File: config.mk
export PLATFORM = sky130hd
export DESIGN_NAME = lsc_scan_ctrl
export DESIGN_NICKNAME = d
export VERILOG_FILES = /design/src/hw/lsc_pkg.sv /design/src/hw/lsc_mem_if.sv /design/src/hw/lsc_display_mem.sv /design/src/hw/lsc_scan_ctrl.sv
export SDC_FILE = /design/constraint.sdc
export NUM_CORES = 1
export LEC_CHECK = 0
export BUFFER_PORTS_ARGS = -buffer_cell sky130_fd_sc_hd__buf_2
export CORE_ASPECT_RATIO = 1.25
export CORE_MARGIN = 5
export CORE_UTILIZATION = 59
export DETAILED_ROUTE_END_ITERATION = 10
export GPL_TIMING_DRIVEN = 1
export PLACE_DENSITY = 0.77
export SLEW_MARGIN = 20
export SYNTH_ARGS = -nofsm -noshare
export SYNTH_HDL_FRONTEND = slang
export SYNTH_SLANG_ARGS = --single-unit
File: constraint.sdc
create_clock -name clk -period 5.6 [get_ports clk]
set_input_delay 1.4 -clock clk [delete_from_list [all_inputs] [get_ports clk]]
set_output_delay 1.4 -clock clk [all_outputs]
set_load 0.02 [all_outputs]
File: src/hw/lsc_pkg.sv
// shared constants and types for the segment display scan controller
package lsc_pkg;

	// ----------------------------------------
	// register map (byte addresses)
	// ----------------------------------------
	localparam logic [15:0] ADDR_DATA_BASE = 16'hA100;
	localparam logic [15:0] ADDR_DIV_LOW = 16'hA120;
	localparam logic [15:0] ADDR_DIV_HIGH = 16'hA121;
	localparam logic [15:0] ADDR_CFG_A = 16'hA122;
	localparam logic [15:0] ADDR_CFG_B = 16'hA123;
	localparam logic [15:0] ADDR_CFG_C = 16'hA124;
	localparam int DATA_BYTES = 32;

	// ----------------------------------------
	// reset values
	// ----------------------------------------
	localparam logic [7:0] RST_DATA = 8'h00;
	localparam logic [7:0] RST_DIV_LOW = 8'h00;
	localparam logic [7:0] RST_DIV_HIGH = 8'h00;
	localparam logic [7:0] RST_CFG_A = 8'h00;
	localparam logic [7:0] RST_CFG_B = 8'h00;
	localparam logic [7:0] RST_CFG_C = 8'h00;

	// ----------------------------------------
	// field positions
	// ----------------------------------------
	localparam int POS_CLK_SEL = 7;
	localparam int POS_MODE = 5;
	localparam int POS_GLASS_BRT_HI = 4;
	localparam int POS_DIV_HI = 0;
	localparam int POS_COM_EN = 4;
	localparam int POS_BLANK = 3;
	localparam int POS_IRQ_EN = 1;
	localparam int POS_IRQ_FLAG = 0;
	localparam int POS_BIAS = 6;
	localparam int POS_GLASS_BRT_LO = 4;
	localparam int POS_SHARED_CNT = 0;
	localparam int POS_SEG_POL = 7;
	localparam int POS_COM_POL = 6;
	localparam int POS_MATRIX_BRT = 0;
	// writable bits of config A; bit 2 reserved, flag handled apart
	localparam logic [7:0] CFG_A_WR_MASK = 8'hFA;

	// ----------------------------------------
	// timing
	// ----------------------------------------
	localparam int LED_PRESCALE = 256;
	localparam logic [7:0] PRESCALE_LAST = 8'(LED_PRESCALE - 1);

	// operating mode, in field encoding order
	typedef enum logic [1:0] {
		LSC_OFF,
		LSC_LCD,
		LSC_LED_EXT,
		LSC_LED_DIRECT
	} lsc_mode_t;

endpackage

File: src/hw/lsc_mem_if.sv
// link between the scan controller and its display data memory
`timescale 1ns/1ps
`default_nettype none
interface lsc_mem_if;
	logic wrEn;
	logic [4:0] addr;
	logic [7:0] wrData;
	logic rdEn;
	logic rdArray;
	logic [7:0] ctlByte;
	logic [7:0] rdData;
	logic [3:0] slot;
	logic [31:0] column;
	logic [7:0] digitByte;
	modport ctrl(output wrEn, addr, wrData, rdEn, rdArray, ctlByte, slot,
		input rdData, column, digitByte);
	modport mem(input wrEn, addr, wrData, rdEn, rdArray, ctlByte, slot,
		output rdData, column, digitByte);
endinterface
`default_nettype wire

File: src/hw/lsc_display_mem.sv
// display data bytes with registered bus read and scan read ports
`timescale 1ns/1ps
`default_nettype none
module lsc_display_mem import lsc_pkg::*; (
	input wire logic clk,
	input wire logic srst,
	lsc_mem_if.mem port
);
	logic [7:0] mem_r [DATA_BYTES];
	logic [7:0] rdData_r;
	logic [31:0] column_r;
	logic [7:0] digit_r;
	logic [31:0] columnNxt;

	// bit of each byte picked by the current common slot
	for (genvar i = 0; i < DATA_BYTES; i++) begin : g_col
		assign columnNxt[i] = mem_r[i][port.slot[2:0]];
	end

	// storage; read mux also returns control bytes so data leave a flop
	always_ff @(posedge clk) begin
		if (srst) begin
			for (int i = 0; i < DATA_BYTES; i++) begin
				mem_r[i] <= RST_DATA;
			end
			rdData_r <= RST_DATA;
			column_r <= 32'h00000000;
			digit_r <= RST_DATA;
		end else begin
			if (port.wrEn) begin
				mem_r[port.addr] <= port.wrData;
			end
			if (port.rdEn) begin
				rdData_r <= port.rdArray ? mem_r[port.addr] : port.ctlByte;
			end
			column_r <= columnNxt;
			digit_r <= mem_r[{1'b0, port.slot}];
		end
	end

	assign port.rdData = rdData_r;
	assign port.column = column_r;
	assign port.digitByte = digit_r;
endmodule // lsc_display_mem
`default_nettype wire

File: src/hw/lsc_scan_ctrl.sv
// LCD glass and LED matrix scan controller with its register bank
//
// Strobed register access is this design's own decision.
`timescale 1ns/1ps
`default_nettype none
// What this block does
// - mode field: off, LCD, LED external, direct
// - LCD clock: RTC at 0, slow osc at 1
// - LED modes ignore source bit, use sysclk
// - LCD pixel rate: source over divider+1
// - LED pixel rate: sysclk/256/(divider+1)
// - shared pins: 1 common, 0 segment
// - blank bit forces com and seg pins off, scan continues
// - frame end sets flag, enable gates request
// - write 0 clears flag at display tick
// - frame is duty or digit count plus one slots
// - bias field: half, third, quarter
// - glass brightness: three bits, split fields
// - duty code plus one commons scanned
// - direct mode: digit count plus one
// - external mode segment polarity bit
// - external mode common polarity bit
// - LED brightness: 64 levels of slot
// - LCD reference boost lasts field+1 ticks, none at field 0
// - data on segments, or commons in direct
// - segment n shows byte n bit k
// - commons scanned in order then wrap
// - LCD scanning runs while chip sleeps
// - direct mode drives digits in turn
module lsc_scan_ctrl import lsc_pkg::*; (
	input wire logic clk,
	input wire logic srst,
	input wire logic [15:0] regAddr,
	input wire logic [7:0] regWrData,
	input wire logic regWr,
	input wire logic regRd,
	output logic [7:0] regRdData,
	input wire logic rtcClk,
	input wire logic slowOscClk,
	output logic [7:0] comPin,
	output logic [31:0] segPin,
	output logic frameIrq,
	output logic [1:0] glassBias,
	output logic [2:0] glassBrightness,
	output logic refBoost
);

	// ----------------------------------------
	// helpers
	// ----------------------------------------
	function automatic logic [15:0] lscOneHot(input logic [3:0] idx);
		lscOneHot = 16'h0001 << idx;
	endfunction

	function automatic logic [3:0] lscRev4(input logic [3:0] v);
		lscRev4 = {v[0], v[1], v[2], v[3]};
	endfunction

	// ----------------------------------------
	// declarations
	// ----------------------------------------
	logic [7:0] divLow_r;
	logic [7:0] ctlHigh_r;
	logic [7:0] cfgA_r;
	logic [7:0] cfgB_r;
	logic [7:0] cfgC_r;
	logic flag_r;
	logic clrPend_r;
	logic rtcPrev_r;
	logic oscPrev_r;
	logic [7:0] pre_r;
	logic [11:0] divCnt_r;
	logic [3:0] slot_r;
	logic [3:0] slotD_r;
	logic [4:0] boostCnt_r;
	logic [7:0] comPin_r;
	logic [31:0] segPin_r;
	logic frameIrq_r;
	logic [1:0] glassBias_r;
	logic [2:0] glassBrt_r;
	logic refBoost_r;

	logic hitData;
	logic hitDivLow;
	logic hitDivHigh;
	logic hitCfgA;
	logic hitCfgB;
	logic hitCfgC;
	logic [7:0] rdCtl;
	logic [7:0] cfgANxt;
	logic clrReq;
	lsc_mode_t mode;
	logic isLcd;
	logic isLed;
	logic isExt;
	logic isDirect;
	logic rtcRise;
	logic oscRise;
	logic srcTick;
	logic [11:0] cslVal;
	logic pixTick;
	logic [3:0] sharedCnt;
	logic [3:0] lastSlot;
	logic slotWrap;
	logic frameEnd;
	logic flagNxt;
	logic clrPendNxt;
	logic [3:0] racVal;
	logic [4:0] boostNxt;
	logic pwmOn;
	logic [15:0] slotHot;
	logic [7:0] comAct;
	logic [31:0] segAct;
	logic [7:0] comKeep;
	logic [31:0] segKeep;
	logic comPolEff;
	logic segPolEff;

	lsc_mem_if mi();

	lsc_display_mem lsc_display_mem_inst (
		.clk(clk),
		.srst(srst),
		.port(mi.mem)
	);

	// ----------------------------------------
	// register bus decode
	// ----------------------------------------
	// unmapped addresses read 0x00, writes to them are dropped
	assign hitData = regAddr[15:5] == ADDR_DATA_BASE[15:5];
	assign hitDivLow = regAddr == ADDR_DIV_LOW;
	assign hitDivHigh = regAddr == ADDR_DIV_HIGH;
	assign hitCfgA = regAddr == ADDR_CFG_A;
	assign hitCfgB = regAddr == ADDR_CFG_B;
	assign hitCfgC = regAddr == ADDR_CFG_C;
	assign rdCtl = hitDivLow ? divLow_r :
		hitDivHigh ? ctlHigh_r :
		hitCfgA ? (cfgA_r | {7'h00, flag_r}) :
		hitCfgB ? cfgB_r :
		hitCfgC ? cfgC_r : 8'h00;
	assign cfgANxt = (regWr && hitCfgA) ? (regWrData & CFG_A_WR_MASK)
		: cfgA_r;
	// writing 1 to the flag does nothing; only 0 clears
	assign clrReq = regWr && hitCfgA && !regWrData[POS_IRQ_FLAG];

	// memory port; read data come back one cycle later from its flop
	assign mi.wrEn = regWr && hitData;
	assign mi.addr = regAddr[4:0];
	assign mi.wrData = regWrData;
	assign mi.rdEn = regRd;
	assign mi.rdArray = hitData;
	assign mi.ctlByte = rdCtl;
	assign mi.slot = slot_r;

	// control registers
	always_ff @(posedge clk) begin
		if (srst) begin
			divLow_r <= RST_DIV_LOW;
			ctlHigh_r <= RST_DIV_HIGH;
			cfgA_r <= RST_CFG_A;
			cfgB_r <= RST_CFG_B;
			cfgC_r <= RST_CFG_C;
		end else if (regWr) begin
			if (hitDivLow) divLow_r <= regWrData;
			if (hitDivHigh) ctlHigh_r <= regWrData;
			if (hitCfgB) cfgB_r <= regWrData;
			if (hitCfgC) cfgC_r <= regWrData;
			cfgA_r <= cfgANxt;
		end
	end

	// ----------------------------------------
	// mode and clock source
	// ----------------------------------------
	assign mode = lsc_mode_t'(ctlHigh_r[POS_MODE +: 2]);
	assign isLcd = mode == LSC_LCD;
	assign isExt = mode == LSC_LED_EXT;
	assign isDirect = mode == LSC_LED_DIRECT;
	assign isLed = isExt || isDirect;
	assign rtcRise = rtcClk && !rtcPrev_r;
	assign oscRise = slowOscClk && !oscPrev_r;
	// LCD timing hangs only on the slow clocks, so it keeps going
	// while the rest of the chip sleeps
	assign srcTick = isLcd ? (ctlHigh_r[POS_CLK_SEL] ? oscRise : rtcRise)
		: isLed ? (pre_r == PRESCALE_LAST) : 1'b0;

	// ----------------------------------------
	// pixel divider and scan slots
	// ----------------------------------------
	assign cslVal = {ctlHigh_r[POS_DIV_HI +: 4], divLow_r};
	// >= so a divider lowered mid-count still wraps at once
	assign pixTick = srcTick && (divCnt_r >= cslVal);
	assign sharedCnt = cfgB_r[POS_SHARED_CNT +: 4];
	assign lastSlot = isDirect ? sharedCnt
		: {1'b0, sharedCnt[2:0]};
	assign slotWrap = slot_r >= lastSlot;
	assign frameEnd = pixTick && slotWrap;

	// edge detectors follow the pins even while off, so enabling the
	// controller with a slow clock parked high gives no false tick
	always_ff @(posedge clk) begin
		if (srst) begin
			rtcPrev_r <= 1'b0;
			oscPrev_r <= 1'b0;
		end else begin
			rtcPrev_r <= rtcClk;
			oscPrev_r <= slowOscClk;
		end
	end

	// prescaler, divider and slot counters
	always_ff @(posedge clk) begin
		if (srst || mode == LSC_OFF) begin
			pre_r <= 8'h00;
			divCnt_r <= 12'h000;
			slot_r <= 4'h0;
		end else begin
			pre_r <= isLed ? pre_r + 8'h01 : 8'h00;
			if (srcTick) divCnt_r <= pixTick ? 12'h000 : divCnt_r + 12'h001;
			if (pixTick) slot_r <= slotWrap ? 4'h0 : slot_r + 4'h1;
		end
	end

	// ----------------------------------------
	// reference boost
	// ----------------------------------------
	assign racVal = cfgC_r[POS_MATRIX_BRT +: 4];
	assign boostNxt = (pixTick && isLcd && racVal != 4'h0)
		? {1'b0, racVal} + 5'h01
		: (srcTick && boostCnt_r != 5'h00) ? boostCnt_r - 5'h01
		: isLcd ? boostCnt_r : 5'h00;

	// ----------------------------------------
	// frame flag
	// ----------------------------------------
	// a frame end in the clearing tick wins: the flag stays set
	assign flagNxt = frameEnd ? 1'b1
		: (clrPend_r && srcTick) ? 1'b0 : flag_r;
	assign clrPendNxt = clrReq ? 1'b1 : srcTick ? 1'b0 : clrPend_r;

	always_ff @(posedge clk) begin
		if (srst) begin
			flag_r <= 1'b0;
			clrPend_r <= 1'b0;
			boostCnt_r <= 5'h00;
			frameIrq_r <= 1'b0;
		end else begin
			flag_r <= flagNxt;
			clrPend_r <= clrPendNxt;
			boostCnt_r <= boostNxt;
			frameIrq_r <= flagNxt && cfgANxt[POS_IRQ_EN];
		end
	end

	// ----------------------------------------
	// pin drive
	// ----------------------------------------
	// on-phase within a slot from the prescaler's top six bits
	assign pwmOn = isLed ? (pre_r[7:2] <= cfgC_r[POS_MATRIX_BRT +: 6])
		: isLcd;
	assign slotHot = lscOneHot(slotD_r);
	// glass shows data levels only; analog bias waveforms live outside
	assign comAct = (cfgA_r[POS_BLANK] || !pwmOn) ? 8'h00
		: isDirect ? mi.digitByte
		: slotHot[7:0];
	assign segAct = (cfgA_r[POS_BLANK] || !pwmOn) ? 32'h00000000
		: isDirect ? {16'h0000, slotHot}
		: mi.column;
	// shared pins: common when enabled, otherwise segment
	assign comKeep = {cfgA_r[POS_COM_EN +: 4], 4'hF};
	assign segKeep = {~lscRev4(cfgA_r[POS_COM_EN +: 4]), 28'hFFFFFFF};
	assign comPolEff = isExt && cfgC_r[POS_COM_POL];
	assign segPolEff = isExt && cfgC_r[POS_SEG_POL];

	// every pin leaves a flop; com and seg pins trail the slot counter by two cycles
	always_ff @(posedge clk) begin
		if (srst) begin
			slotD_r <= 4'h0;
			comPin_r <= 8'h00;
			segPin_r <= 32'h00000000;
			glassBias_r <= 2'b00;
			glassBrt_r <= 3'b000;
			refBoost_r <= 1'b0;
		end else begin
			slotD_r <= slot_r;
			comPin_r <= (comAct & comKeep) ^ {8{comPolEff}};
			segPin_r <= (segAct & segKeep) ^ {32{segPolEff}};
			glassBias_r <= isLcd ? cfgB_r[POS_BIAS +: 2] : 2'b00;
			glassBrt_r <= isLcd ? {ctlHigh_r[POS_GLASS_BRT_HI],
				cfgB_r[POS_GLASS_BRT_LO +: 2]} : 3'b000;
			refBoost_r <= boostNxt != 5'h00;
		end
	end

	assign regRdData = mi.rdData;
	assign comPin = comPin_r;
	assign segPin = segPin_r;
	assign frameIrq = frameIrq_r;
	assign glassBias = glassBias_r;
	assign glassBrightness = glassBrt_r;
	assign refBoost = refBoost_r;
endmodule // lsc_scan_ctrl
`default_nettype wire

==> flow_metrics.env, run 1 <==
export IMPL_setup_tns_ns=0
export IMPL_min_period_ns=3.78
export IMPL_clk_pin_slew_ns=0.06
export IMPL_synth_async_reset_ratio=0
export IMPL_cts_resized=0
export IMPL_place_gp_congestion=0.952
export IMPL_path_class="input pin to flip-flop"
export IMPL_cts_hold_buf=0
export IMPL_placed_area_sq_mm=0.0226
export IMPL_drv_slew=0
export IMPL_worst_pin_slew_ns=1.15
export IMPL_ys_seq_area_frac=0.504
export IMPL_p_per_area_mw_per_mm2=288
export IMPL_cts_setup_buffers=0
export IMPL_crit_start="regAddr[10]"
export IMPL_cts_sinks=426
export IMPL_final_cell_mix="265 x and2_1, 256 x edfxtp_1, 181 x nor2_1, 177 x mux4_2, 167 x dfxtp_1"
export IMPL_route_vias_total=15000
export IMPL_r2r_slack_ns=2.62
export IMPL_syn_num_nets=1829
export IMPL_post_route_util=0.647
export IMPL_dr_pass1_iters=5
export IMPL_wl_per_cell_um=26.1
export IMPL_area_growth_pct=8.94
export IMPL_synth_warnings=0
export IMPL_p_leak_uw=0.00854
export IMPL_design_area_sq_mm=0.0240
export IMPL_synth_area_per_cell_sq_um=12.4
export IMPL_overflow=0
export IMPL_ant_nets=0
export IMPL_numPortBuffers=84
export IMPL_clock_skew_ns=0.0218
export IMPL_antenna_found_initial=3
export IMPL_first_iter_violations=1809
export IMPL_viasPerCell=6.55
export IMPL_grt_usage=0.291
export IMPL_synth_cells=1771
export IMPL_coreArea_sq_mm=0.0371
export IMPL_synth_edf_count=256
export IMPL_synth_top_area_share=0.349
export IMPL_fp_row_count=79
export IMPL_pin_count=85
export IMPL_crit_fanout=9
export IMPL_place_hpwl_um=40100
export IMPL_die_y_um=226
export IMPL_cts_tree="done"
export IMPL_clk_latency_ns=0.56
export IMPL_start_util=0.594
export IMPL_status="complete, no violations"
export IMPL_drive_gt1_frac=0.214
export IMPL_worstReg2RegStart="pre_r[0]"
export IMPL_ir_worst_vdd_uv=213
export IMPL_cts_htree_levels=2
export IMPL_drc=0
export IMPL_grt_pass1_vias=14900
export IMPL_clockBufferDepth=3
export IMPL_maxCapViolations=0
export IMPL_grt_pass1_wl_um=91200
export IMPL_syn_area_sq_mm=0.0220
export IMPL_grt_max_degree=92
export IMPL_hold_path_class="flip-flop to flip-flop"
export IMPL_fin_nets=1830
export IMPL_fmax_ghz=0.264
export IMPL_cts_root_buffer="clkbuf_16"
export IMPL_cp_end_kind="flip-flop"
export IMPL_rsz0062_at_grt="no"
export IMPL_critPathArrivalTime_ns=4.03
export IMPL_numCtsBuffers=42
export IMPL_final_period_utilization=0.676
export IMPL_cp_start_kind="input pin"
export IMPL_synth_cell_types=59
export IMPL_die_area_sq_mm=0.0413
export IMPL_hold_viol=0
export IMPL_drt_total_wl_um=59900
export IMPL_die_x_um=183
export IMPL_synth_area_top_cells="edfxtp_1 35%, mux4_2 18%, dfxtp_1 15%, and2_1 7.5%, mux2i_1 4.1%"
export IMPL_slew_headroom=0.235
export IMPL_mostFrequentLayoutCell="and2_1"
export IMPL_critPathRequiredTime_ns=5.85
export IMPL_synthFlopType="edfxtp_1"
export IMPL_min_from="pre_r[0]"
export IMPL_yosysTopAreaCell="edfxtp_1"
export IMPL_setup_violations=0
export IMPL_synth_seq_cells=426
## per-stage QoR
step	power [uW]	hold slack, ns	setup slack, ns	cells
6_report	6900	0.448	1.82	2292
5_1_grt	7070	0.480	1.66	2291
4_1_cts	6900	0.449	1.86	2291
3_5_place_dp	4020	0.436	1.31	2214
3_3_place_gp	4010	0.436	1.37	2214
2_1_floorplan	3840	0.413	2.29	1771
## sequential cells by signal, summed over array words and instances, names as in the netlist, 3 cells and up
signal / flops
cfgC_r: 8
cfgB_r: 8
pre_r: 8
cfgA_r: 6
comPin: 8
lsc_display_mem_inst.port.digitByte: 8
lsc_display_mem_inst.port.column: 32
segPin: 32
boostCnt_r: 5
divCnt_r: 12
lsc_display_mem_inst.mem_r: 256
slotD_r: 4
ctlHigh_r: 8
mi.slot: 4
divLow_r: 8
lsc_display_mem_inst.port.rdData: 8
glassBrightness: 3
## cells in the mapped netlist, types with 4 or more instances
master	number
and3_1	6
nor3_1	14
o21ai_0	20
xnor2_1	6
buf_6	5
nand4_1	10
nand3_1	30
buf_2	27
dfxtp_1	170
or3_1	7
mux2i_1	91
nand3b_1	9
a31oi_1	6
inv_1	32
a21o_1	5
clkbuf_1	93
nand2b_1	26
buf_4	4
xor2_1	12
nor4_1	8
and2_1	265
a22oi_1	5
a211oi_1	4
ha_1	28
mux4_1	4
edfxtp_1	256
nor2_1	181
mux4_2	177
a221oi_1	4
o22ai_1	20
buf_1	7
or2_2	36
nor2b_1	28
a21oi_1	53
nand2_1	89
## cells by family (layout without fill, tap and decap cells)
group / count (synthesis) / after routing / synth area share
buffers and inverters: 168 / 202 / 0.0326
muxes: 273 / 273 / 0.228
and+or+nand+nor: 719 / 719 / 0.174
DFF: 426 / 426 / 0.504
other: 0 / 1 / 0
AOI/OAI and AO/OA: 139 / 139 / 0.0393
xor gates and xnor gates: 18 / 18 / 0.00716
adders and majority gates: 28 / 28 / 0.0159
## routing by layer
| layer | track usage | vias to the layer above | wire length, um |
|---|---|---|---|
| li1 | - | 6494 | - |
| met1 | 0.348 | 7373 | 20500 |
| met2 | 0.499 | 926 | 30100 |
| met3 | 0.0611 | 222 | 5800 |
| met4 | 0.149 | 4 | 3530 |
| met5 | 0 | - | 23 |
## cell type report
type / instances / area, sq um
fillers: 2635 / 13100
flip-flops and latches: 426 / 11100
multi-input cells: 1177 / 10200
clock buffers: 48 / 1100
well taps: 486 / 608
repair buffers: 93 / 520
clock inverters: 29 / 318
inverters: 32 / 120
diodes: 1 / 2.50
## worst paths after layout
kind | end | cells after the start
worst max-delay path | lsc_display_mem_inst.mem_r[5][4] | 7
worst min-delay path | pre_r[0] | 1
worst max register to register | refBoost | 8
worst min register to register | pre_r[0] | 1
## critical path, cell delays in order
cell and delay (ns):
buf_2 0.09, nor2_1 0.36, nand3_1 0.28, nor4b_4 0.56
nand2_1 0.52, nor2_1 0.49, or2_2 0.32
## power by group
| part | internal, uW | switching [uW] | total, uW |
|---|---|---|---|
| clock network | 1700 | 1220 | 2930 |
| registers | 3430 | 88.9 | 3520 |
| logic | 191 | 267 | 457 |
| total | 5320 | 1580 | 6900 |
Note: power is estimated with default switching activity, not from simulation.
==> run 2: changes to the inputs <==
==> constraint.sdc (replaced) <==
create_clock -name clk -period 3.7 [get_ports clk]
set_input_delay 0.925 -clock clk [delete_from_list [all_inputs] [get_ports clk]]
set_output_delay 0.925 -clock clk [all_outputs]
set_load 0.02 [all_outputs]
==> run 2 against run 1 <==
Effect of this change:
- global-route usage shrank 0.055 points
- cell area grew 1.9%
- power grew 53%
- clock power grew 54%
- worst setup slack lost 1.2 ns
- critical path depth grew 2
- via count grew 0.51%
- cell count grew 2.3%
- count of clock-buffer cells in the layout grew 5
- register-to-register slack lost 1.6 ns
- first-iteration DRC count shrank 1.1%
==> flow_metrics.env, run 2 (synthesized netlist as in run 1, its figures left out) <==
export IMPL_rr_endpoint="comPin[0]"
export IMPL_fillers=2630
export IMPL_pin_count=85
export IMPL_slowest_stage="nor4b_4"
export IMPL_critPathArrivalTime_ns=3.28
export IMPL_critPathMaxStageDelay_ns=0.55
export IMPL_min_period_ns=3.05
export IMPL_hold_viol=0
export IMPL_setup_violations=0
export IMPL_grt_pass1_vias=14900
export IMPL_post_layout_nonfiller_instances=2344
export IMPL_die_x_um=183
export IMPL_place_gp_congestion=1.00
export IMPL_cts_resized=0
export IMPL_crit_fanout=9
export IMPL_numPortBuffers=84
export IMPL_mostFrequentLayoutCell="and2_1"
export IMPL_place_hpwl_um=41700
export IMPL_cts_setup_buffers=0
export IMPL_drive_gt1_frac=0.236
export IMPL_slew_headroom=0.260
export IMPL_path_class="input pin to flip-flop"
export IMPL_maxCapViolations=0
export IMPL_p_per_area_mw_per_mm2=431
export IMPL_ir_worst_vdd_uv=297
export IMPL_crit_start="regAddr[6]"
export IMPL_critPathRequiredTime_ns=3.93
export IMPL_start_util=0.594
export IMPL_numCtsBuffers=42
export IMPL_post_route_util=0.660
export IMPL_largest_reg_flops=256
export IMPL_cts_hold_buf=0
export IMPL_cp_cell_sequence="buf_2 -> nor4b_1 -> buf_4 -> nand3_1 -> nor4b_4 -> nand4_1 -> nor2_1 -> buf_4 -> or2_2"
export IMPL_r2r_slack_ns=0.98
export IMPL_fp_row_count=79
export IMPL_die_y_um=226
export IMPL_die_area_sq_mm=0.0413
export IMPL_rr_worst_depth=9
export IMPL_dr_pass1_iters=5
export IMPL_drt_total_wl_um=60000
export IMPL_fmax_ghz=0.328
export IMPL_worstReg2RegStart="cfgC_r[1]"
export IMPL_route_vias_total=15100
export IMPL_antenna_found_initial=3
export IMPL_crit_top_cell="buf_4"
export IMPL_viasPerCell=6.44
export IMPL_cts_root_buffer="clkbuf_16"
export IMPL_cts_sinks=426
export IMPL_cts_htree_levels=2
export IMPL_first_iter_violations=1790
export IMPL_wl_per_cell_um=25.6
export IMPL_clk_pin_slew_ns=0.06
export IMPL_finalPower_uw=10500
export IMPL_drv_slew=0
export IMPL_hold_path_class="flip-flop to flip-flop"
export IMPL_setup_tns_ns=0
export IMPL_overflow=0
export IMPL_coreArea_sq_mm=0.0371
export IMPL_area_growth_pct=11.0
export IMPL_rsz0062_at_grt="no"
export IMPL_grt_pass1_wl_um=91000
export IMPL_drc=0
export IMPL_status="complete, no violations"
export IMPL_final_cell_mix="265 x and2_1, 256 x edfxtp_1, 181 x nor2_1, 177 x mux4_2, 167 x dfxtp_1"
export IMPL_ant_nets=0
export IMPL_clockBufferDepth=3
export IMPL_top_register="lsc_display_mem_inst.mem_r"
export IMPL_grt_usage=0.290
export IMPL_clock_skew_ns=0.0284
export IMPL_clk_latency_ns=0.56
export IMPL_worst_pin_slew_ns=1.11
export IMPL_grt_max_degree=139
export IMPL_cp_start_kind="input pin"
export IMPL_fin_nets=1880
export IMPL_placed_cells_incl_taps=2264
export IMPL_crit_path_end="lsc_display_mem_inst.mem_r[13][4]"
export IMPL_final_period_utilization=0.823
export IMPL_cts_tree="done"
export IMPL_p_leak_uw=0.00885
export IMPL_cp_end_kind="flip-flop"
-- run 2: changes by cell type in the layout (fill, tap and decap cells not counted), moves of 3 or more --
cell / previous run / this run
buf_12: 2 / 5
buf_4: 10 / 57
clkbuf_8: 1 / 6
clkinv_4: 3 / 0
-- run 2: per-layer routing --
layer  GRT usage  share of wire  vias up
met5           0              0        -
met4       0.144          0.059        0
met3      0.0554          0.090      203
met2       0.484           0.49      843
met1       0.366           0.36     7466
li1            -              -     6584
-- run 2: power by group --
| part | switching, uW | internal [uW] | total (uW) |
|---|---|---|---|
| combinational | 395 | 297 | 692 |
| sequential | 137 | 5190 | 5330 |
| clock | 1840 | 2680 | 4520 |
| total | 2370 | 8170 | 10500 |
-- run 2: final cells by class --
| class | instances | area, sq um | area share |
|---|---|---|---|
| repair buffers | 143 | 933 | 0.0382 |
| clock buffers | 53 | 1220 | 0.0497 |
| multi-input cells | 1177 | 10200 | 0.418 |
| clock inverters | 24 | 254 | 0.0104 |
| flip-flops and latches | 426 | 11100 | 0.454 |
| diodes | 3 | 7.51 | 0.000307 |
| well taps | 486 | 608 | 0.0249 |
| inverters | 32 | 120 | 0.00491 |
-- run 2: worst min path at each step --
stage                start           to  depth (start not counted)
6_report       divLow_r[2]  divLow_r[2]                          2
5_1_grt        divLow_r[6]  divLow_r[6]                          2
3_3_place_gp      pre_r[0]     pre_r[0]                          1
2_1_floorplan     pre_r[0]     pre_r[0]                          1
3_5_place_dp      pre_r[0]     pre_r[0]                          1
4_1_cts        divLow_r[2]  divLow_r[2]                          2
-- run 2: stage by stage --
step                setup slack [ns]  hold slack (ns)  cell area (sq um)
CTS                            0.712            0.463              24400
global route                   0.558            0.482              24400
detailed placement             0.164            0.450              23000
global placement               0.152            0.425              23000
finish                         0.655            0.461              24500
floorplan                      0.760            0.413              22000
-- run 2: critical path, delay by kind of cell --
kind / cells / cell delay [ns]
and+or+nand+nor: 6 / 1.92
buffers and inverters: 3 / 0.43
==> run 3: changes to the inputs <==
==> constraint.sdc (replaced) <==
create_clock -name clk -period 3 [get_ports clk]
set_input_delay 0.75 -clock clk [delete_from_list [all_inputs] [get_ports clk]]
set_output_delay 0.75 -clock clk [all_outputs]
set_load 0.02 [all_outputs]
==> run 3 against run 2 <==
Effect of this change:
- critical path depth increased by 1
- utilization increased by 1.6 points
- critical endpoint is now refBoost
- worst setup slack got worse by 0.32 ns
- largest power group unchanged
- power increased by 25%
- cell area increased by 2.4%
- largest cell class unchanged
- via count increased by 3.1%
- sequential share of layout area decreased by 1.1 points
- count of clock-buffer cells in the layout increased by 2
- die area unchanged
- combinational power increased by 28%
==> flow_metrics.env, run 3 (synthesized netlist as in run 1, its figures left out) <==
export IMPL_grt_max_degree=89
export IMPL_min_period_ns=2.67
export IMPL_crit_fanout=10
export IMPL_numCtsBuffers=43
export IMPL_drt_total_wl_um=62100
export IMPL_critPathArrivalTime_ns=3.07
export IMPL_fin_nets=1944
export IMPL_die_area_sq_mm=0.0413
export IMPL_fmax_ghz=0.375
export IMPL_setup_violations=0
export IMPL_cts_resized=0
export IMPL_finalPower_uw=13200
export IMPL_rr_worst_depth=10
export IMPL_final_period_utilization=0.889
export IMPL_route_vias_total=15600
export IMPL_grt_usage=0.301
export IMPL_first_iter_violations=2021
export IMPL_critPathRequiredTime_ns=3.41
export IMPL_cp_end_kind="flip-flop"
export IMPL_setup_tns_ns=0
export IMPL_path_class="flip-flop to flip-flop"
export IMPL_cp_start_kind="flip-flop"
export IMPL_final_cell_mix="265 x and2_1, 256 x edfxtp_1, 181 x nor2_1, 177 x mux4_2, 167 x dfxtp_1"
export IMPL_fillers=2596
export IMPL_rr_endpoint="refBoost"
export IMPL_place_gp_congestion=1.03
export IMPL_numPortBuffers=84
export IMPL_slew_headroom=0.497
export IMPL_p_leak_uw=0.00919
export IMPL_die_x_um=183
export IMPL_viasPerCell=6.46
export IMPL_clk_pin_slew_ns=0.06
export IMPL_die_y_um=226
export IMPL_cts_sinks=426
export IMPL_top_register="lsc_display_mem_inst.mem_r"
export IMPL_cts_htree_levels=2
export IMPL_cts_root_buffer="clkbuf_16"
export IMPL_ir_worst_vdd_uv=424
export IMPL_status="complete, no violations"
export IMPL_cts_hold_buf=0
export IMPL_r2r_slack_ns=0.33
export IMPL_whs_endpoint="oscPrev_r"
export IMPL_drive_gt1_frac=0.260
export IMPL_cts_tree="done"
export IMPL_mostFrequentLayoutCell="and2_1"
export IMPL_clock_skew_ns=0.0158
export IMPL_holdPathStages=2
export IMPL_p_per_area_mw_per_mm2=526
export IMPL_drv_slew=0
export IMPL_rsz0062_at_grt="no"
export IMPL_start_util=0.594
export IMPL_pin_count=85
export IMPL_clockBufferDepth=3
export IMPL_worstReg2RegStart="divLow_r[2]"
export IMPL_wl_per_cell_um=25.8
export IMPL_ant_nets=0
export IMPL_dr_pass1_iters=7
export IMPL_overflow=0
export IMPL_min_from="slowOscClk"
export IMPL_worst_pin_slew_ns=0.754
export IMPL_place_hpwl_um=44600
export IMPL_area_growth_pct=13.7
export IMPL_fp_row_count=79
export IMPL_maxCapViolations=0
export IMPL_antenna_found_initial=2
export IMPL_cts_setup_buffers=0
export IMPL_coreArea_sq_mm=0.0371
export IMPL_hold_path_class="input pin to flip-flop"
export IMPL_grt_pass1_vias=15500
export IMPL_largest_reg_flops=256
export IMPL_drc=0
export IMPL_clk_latency_ns=0.55
export IMPL_grt_pass1_wl_um=94300
export IMPL_hold_viol=0
-- run 3: cell count changes in the layout (fill, tap and decap cells not counted), moves of 2 or more --
cell | before | now
clkbuf_1 | 2 | 5
clkbuf_8 | 6 | 4
clkinv_2 | 9 | 6
buf_4 | 57 | 114
buf_12 | 5 | 11
-- run 3: cell type report --
class | count | area [sq um] | area share
flip-flops and latches | 426 | 11100 | 0.443
repair buffers | 206 | 1480 | 0.0592
clock inverters | 22 | 280 | 0.0112
well taps | 486 | 608 | 0.0243
multi-input cells | 1177 | 10200 | 0.408
inverters | 32 | 120 | 0.00480
diodes | 4 | 10.0 | 0.000400
clock buffers | 55 | 1220 | 0.0489
-- run 3: report_power, final --
| group | leakage (uW) | internal, uW | switching, uW |
|---|---|---|---|
| sequential | 0.00381 | 6400 | 181 |
| clock | 0.000736 | 3410 | 2290 |
| combinational | 0.00464 | 400 | 488 |
| total | 0.00919 | 10200 | 2960 |
-- run 3: worst max path at each step --
stage | from | end | slack [ns] | cells after the start
global placement | regAddr[6] | lsc_display_mem_inst.mem_r[13][7] | -0.11 | 10
floorplan | mi.slot[0] | mi.slot[2] | 0.06 | 14
detailed placement | regAddr[6] | lsc_display_mem_inst.mem_r[13][4] | -0.18 | 10
global route | cfgC_r[1] | segPin[0] | 0.16 | 9
CTS | divLow_r[2] | refBoost | 0.35 | 10
finish | divLow_r[2] | refBoost | 0.33 | 10
-- run 3: through the flow --
step | setup slack [ns] | instance area, sq um | hold WS (ns) | instances | utilization
floorplan | 0.0602 | 22000 | 0.413 | 1771 | -
global placement | -0.111 | 23500 | 0.427 | 2327 | 0.635
detailed placement | -0.183 | 23500 | 0.448 | 2327 | 0.635
CTS | 0.348 | 25000 | 0.420 | 2404 | 0.675
global route | 0.161 | 25000 | 0.472 | 2405 | 0.675
finish | 0.334 | 25000 | 0.428 | 2408 | 0.675
-- run 3: critical path: stages (launching register included) --
cell and delay [ns]:
dfxtp_1 0.33, inv_1 0.09, ha_1 0.32, a211oi_1 0.19, o21ai_0 0.14, a2111o_1 0.43
nand3_1 0.15, buf_4 0.20, nor2b_1 0.08, o41ai_1 0.41, a41oi_1 0.19
-- run 3: per-layer routing --
layer | global-route usage | wire [um] | up-vias | part of all wire
met3 | 0.0603 | 6100 | 218 | 0.098
met1 | 0.377 | 22000 | 7620 | 0.35
met5 | 0 | 13 | - | 0.00021
met4 | 0.147 | 3460 | 2 | 0.056
met2 | 0.502 | 30500 | 1002 | 0.49
li1 | - | - | 6719 | -
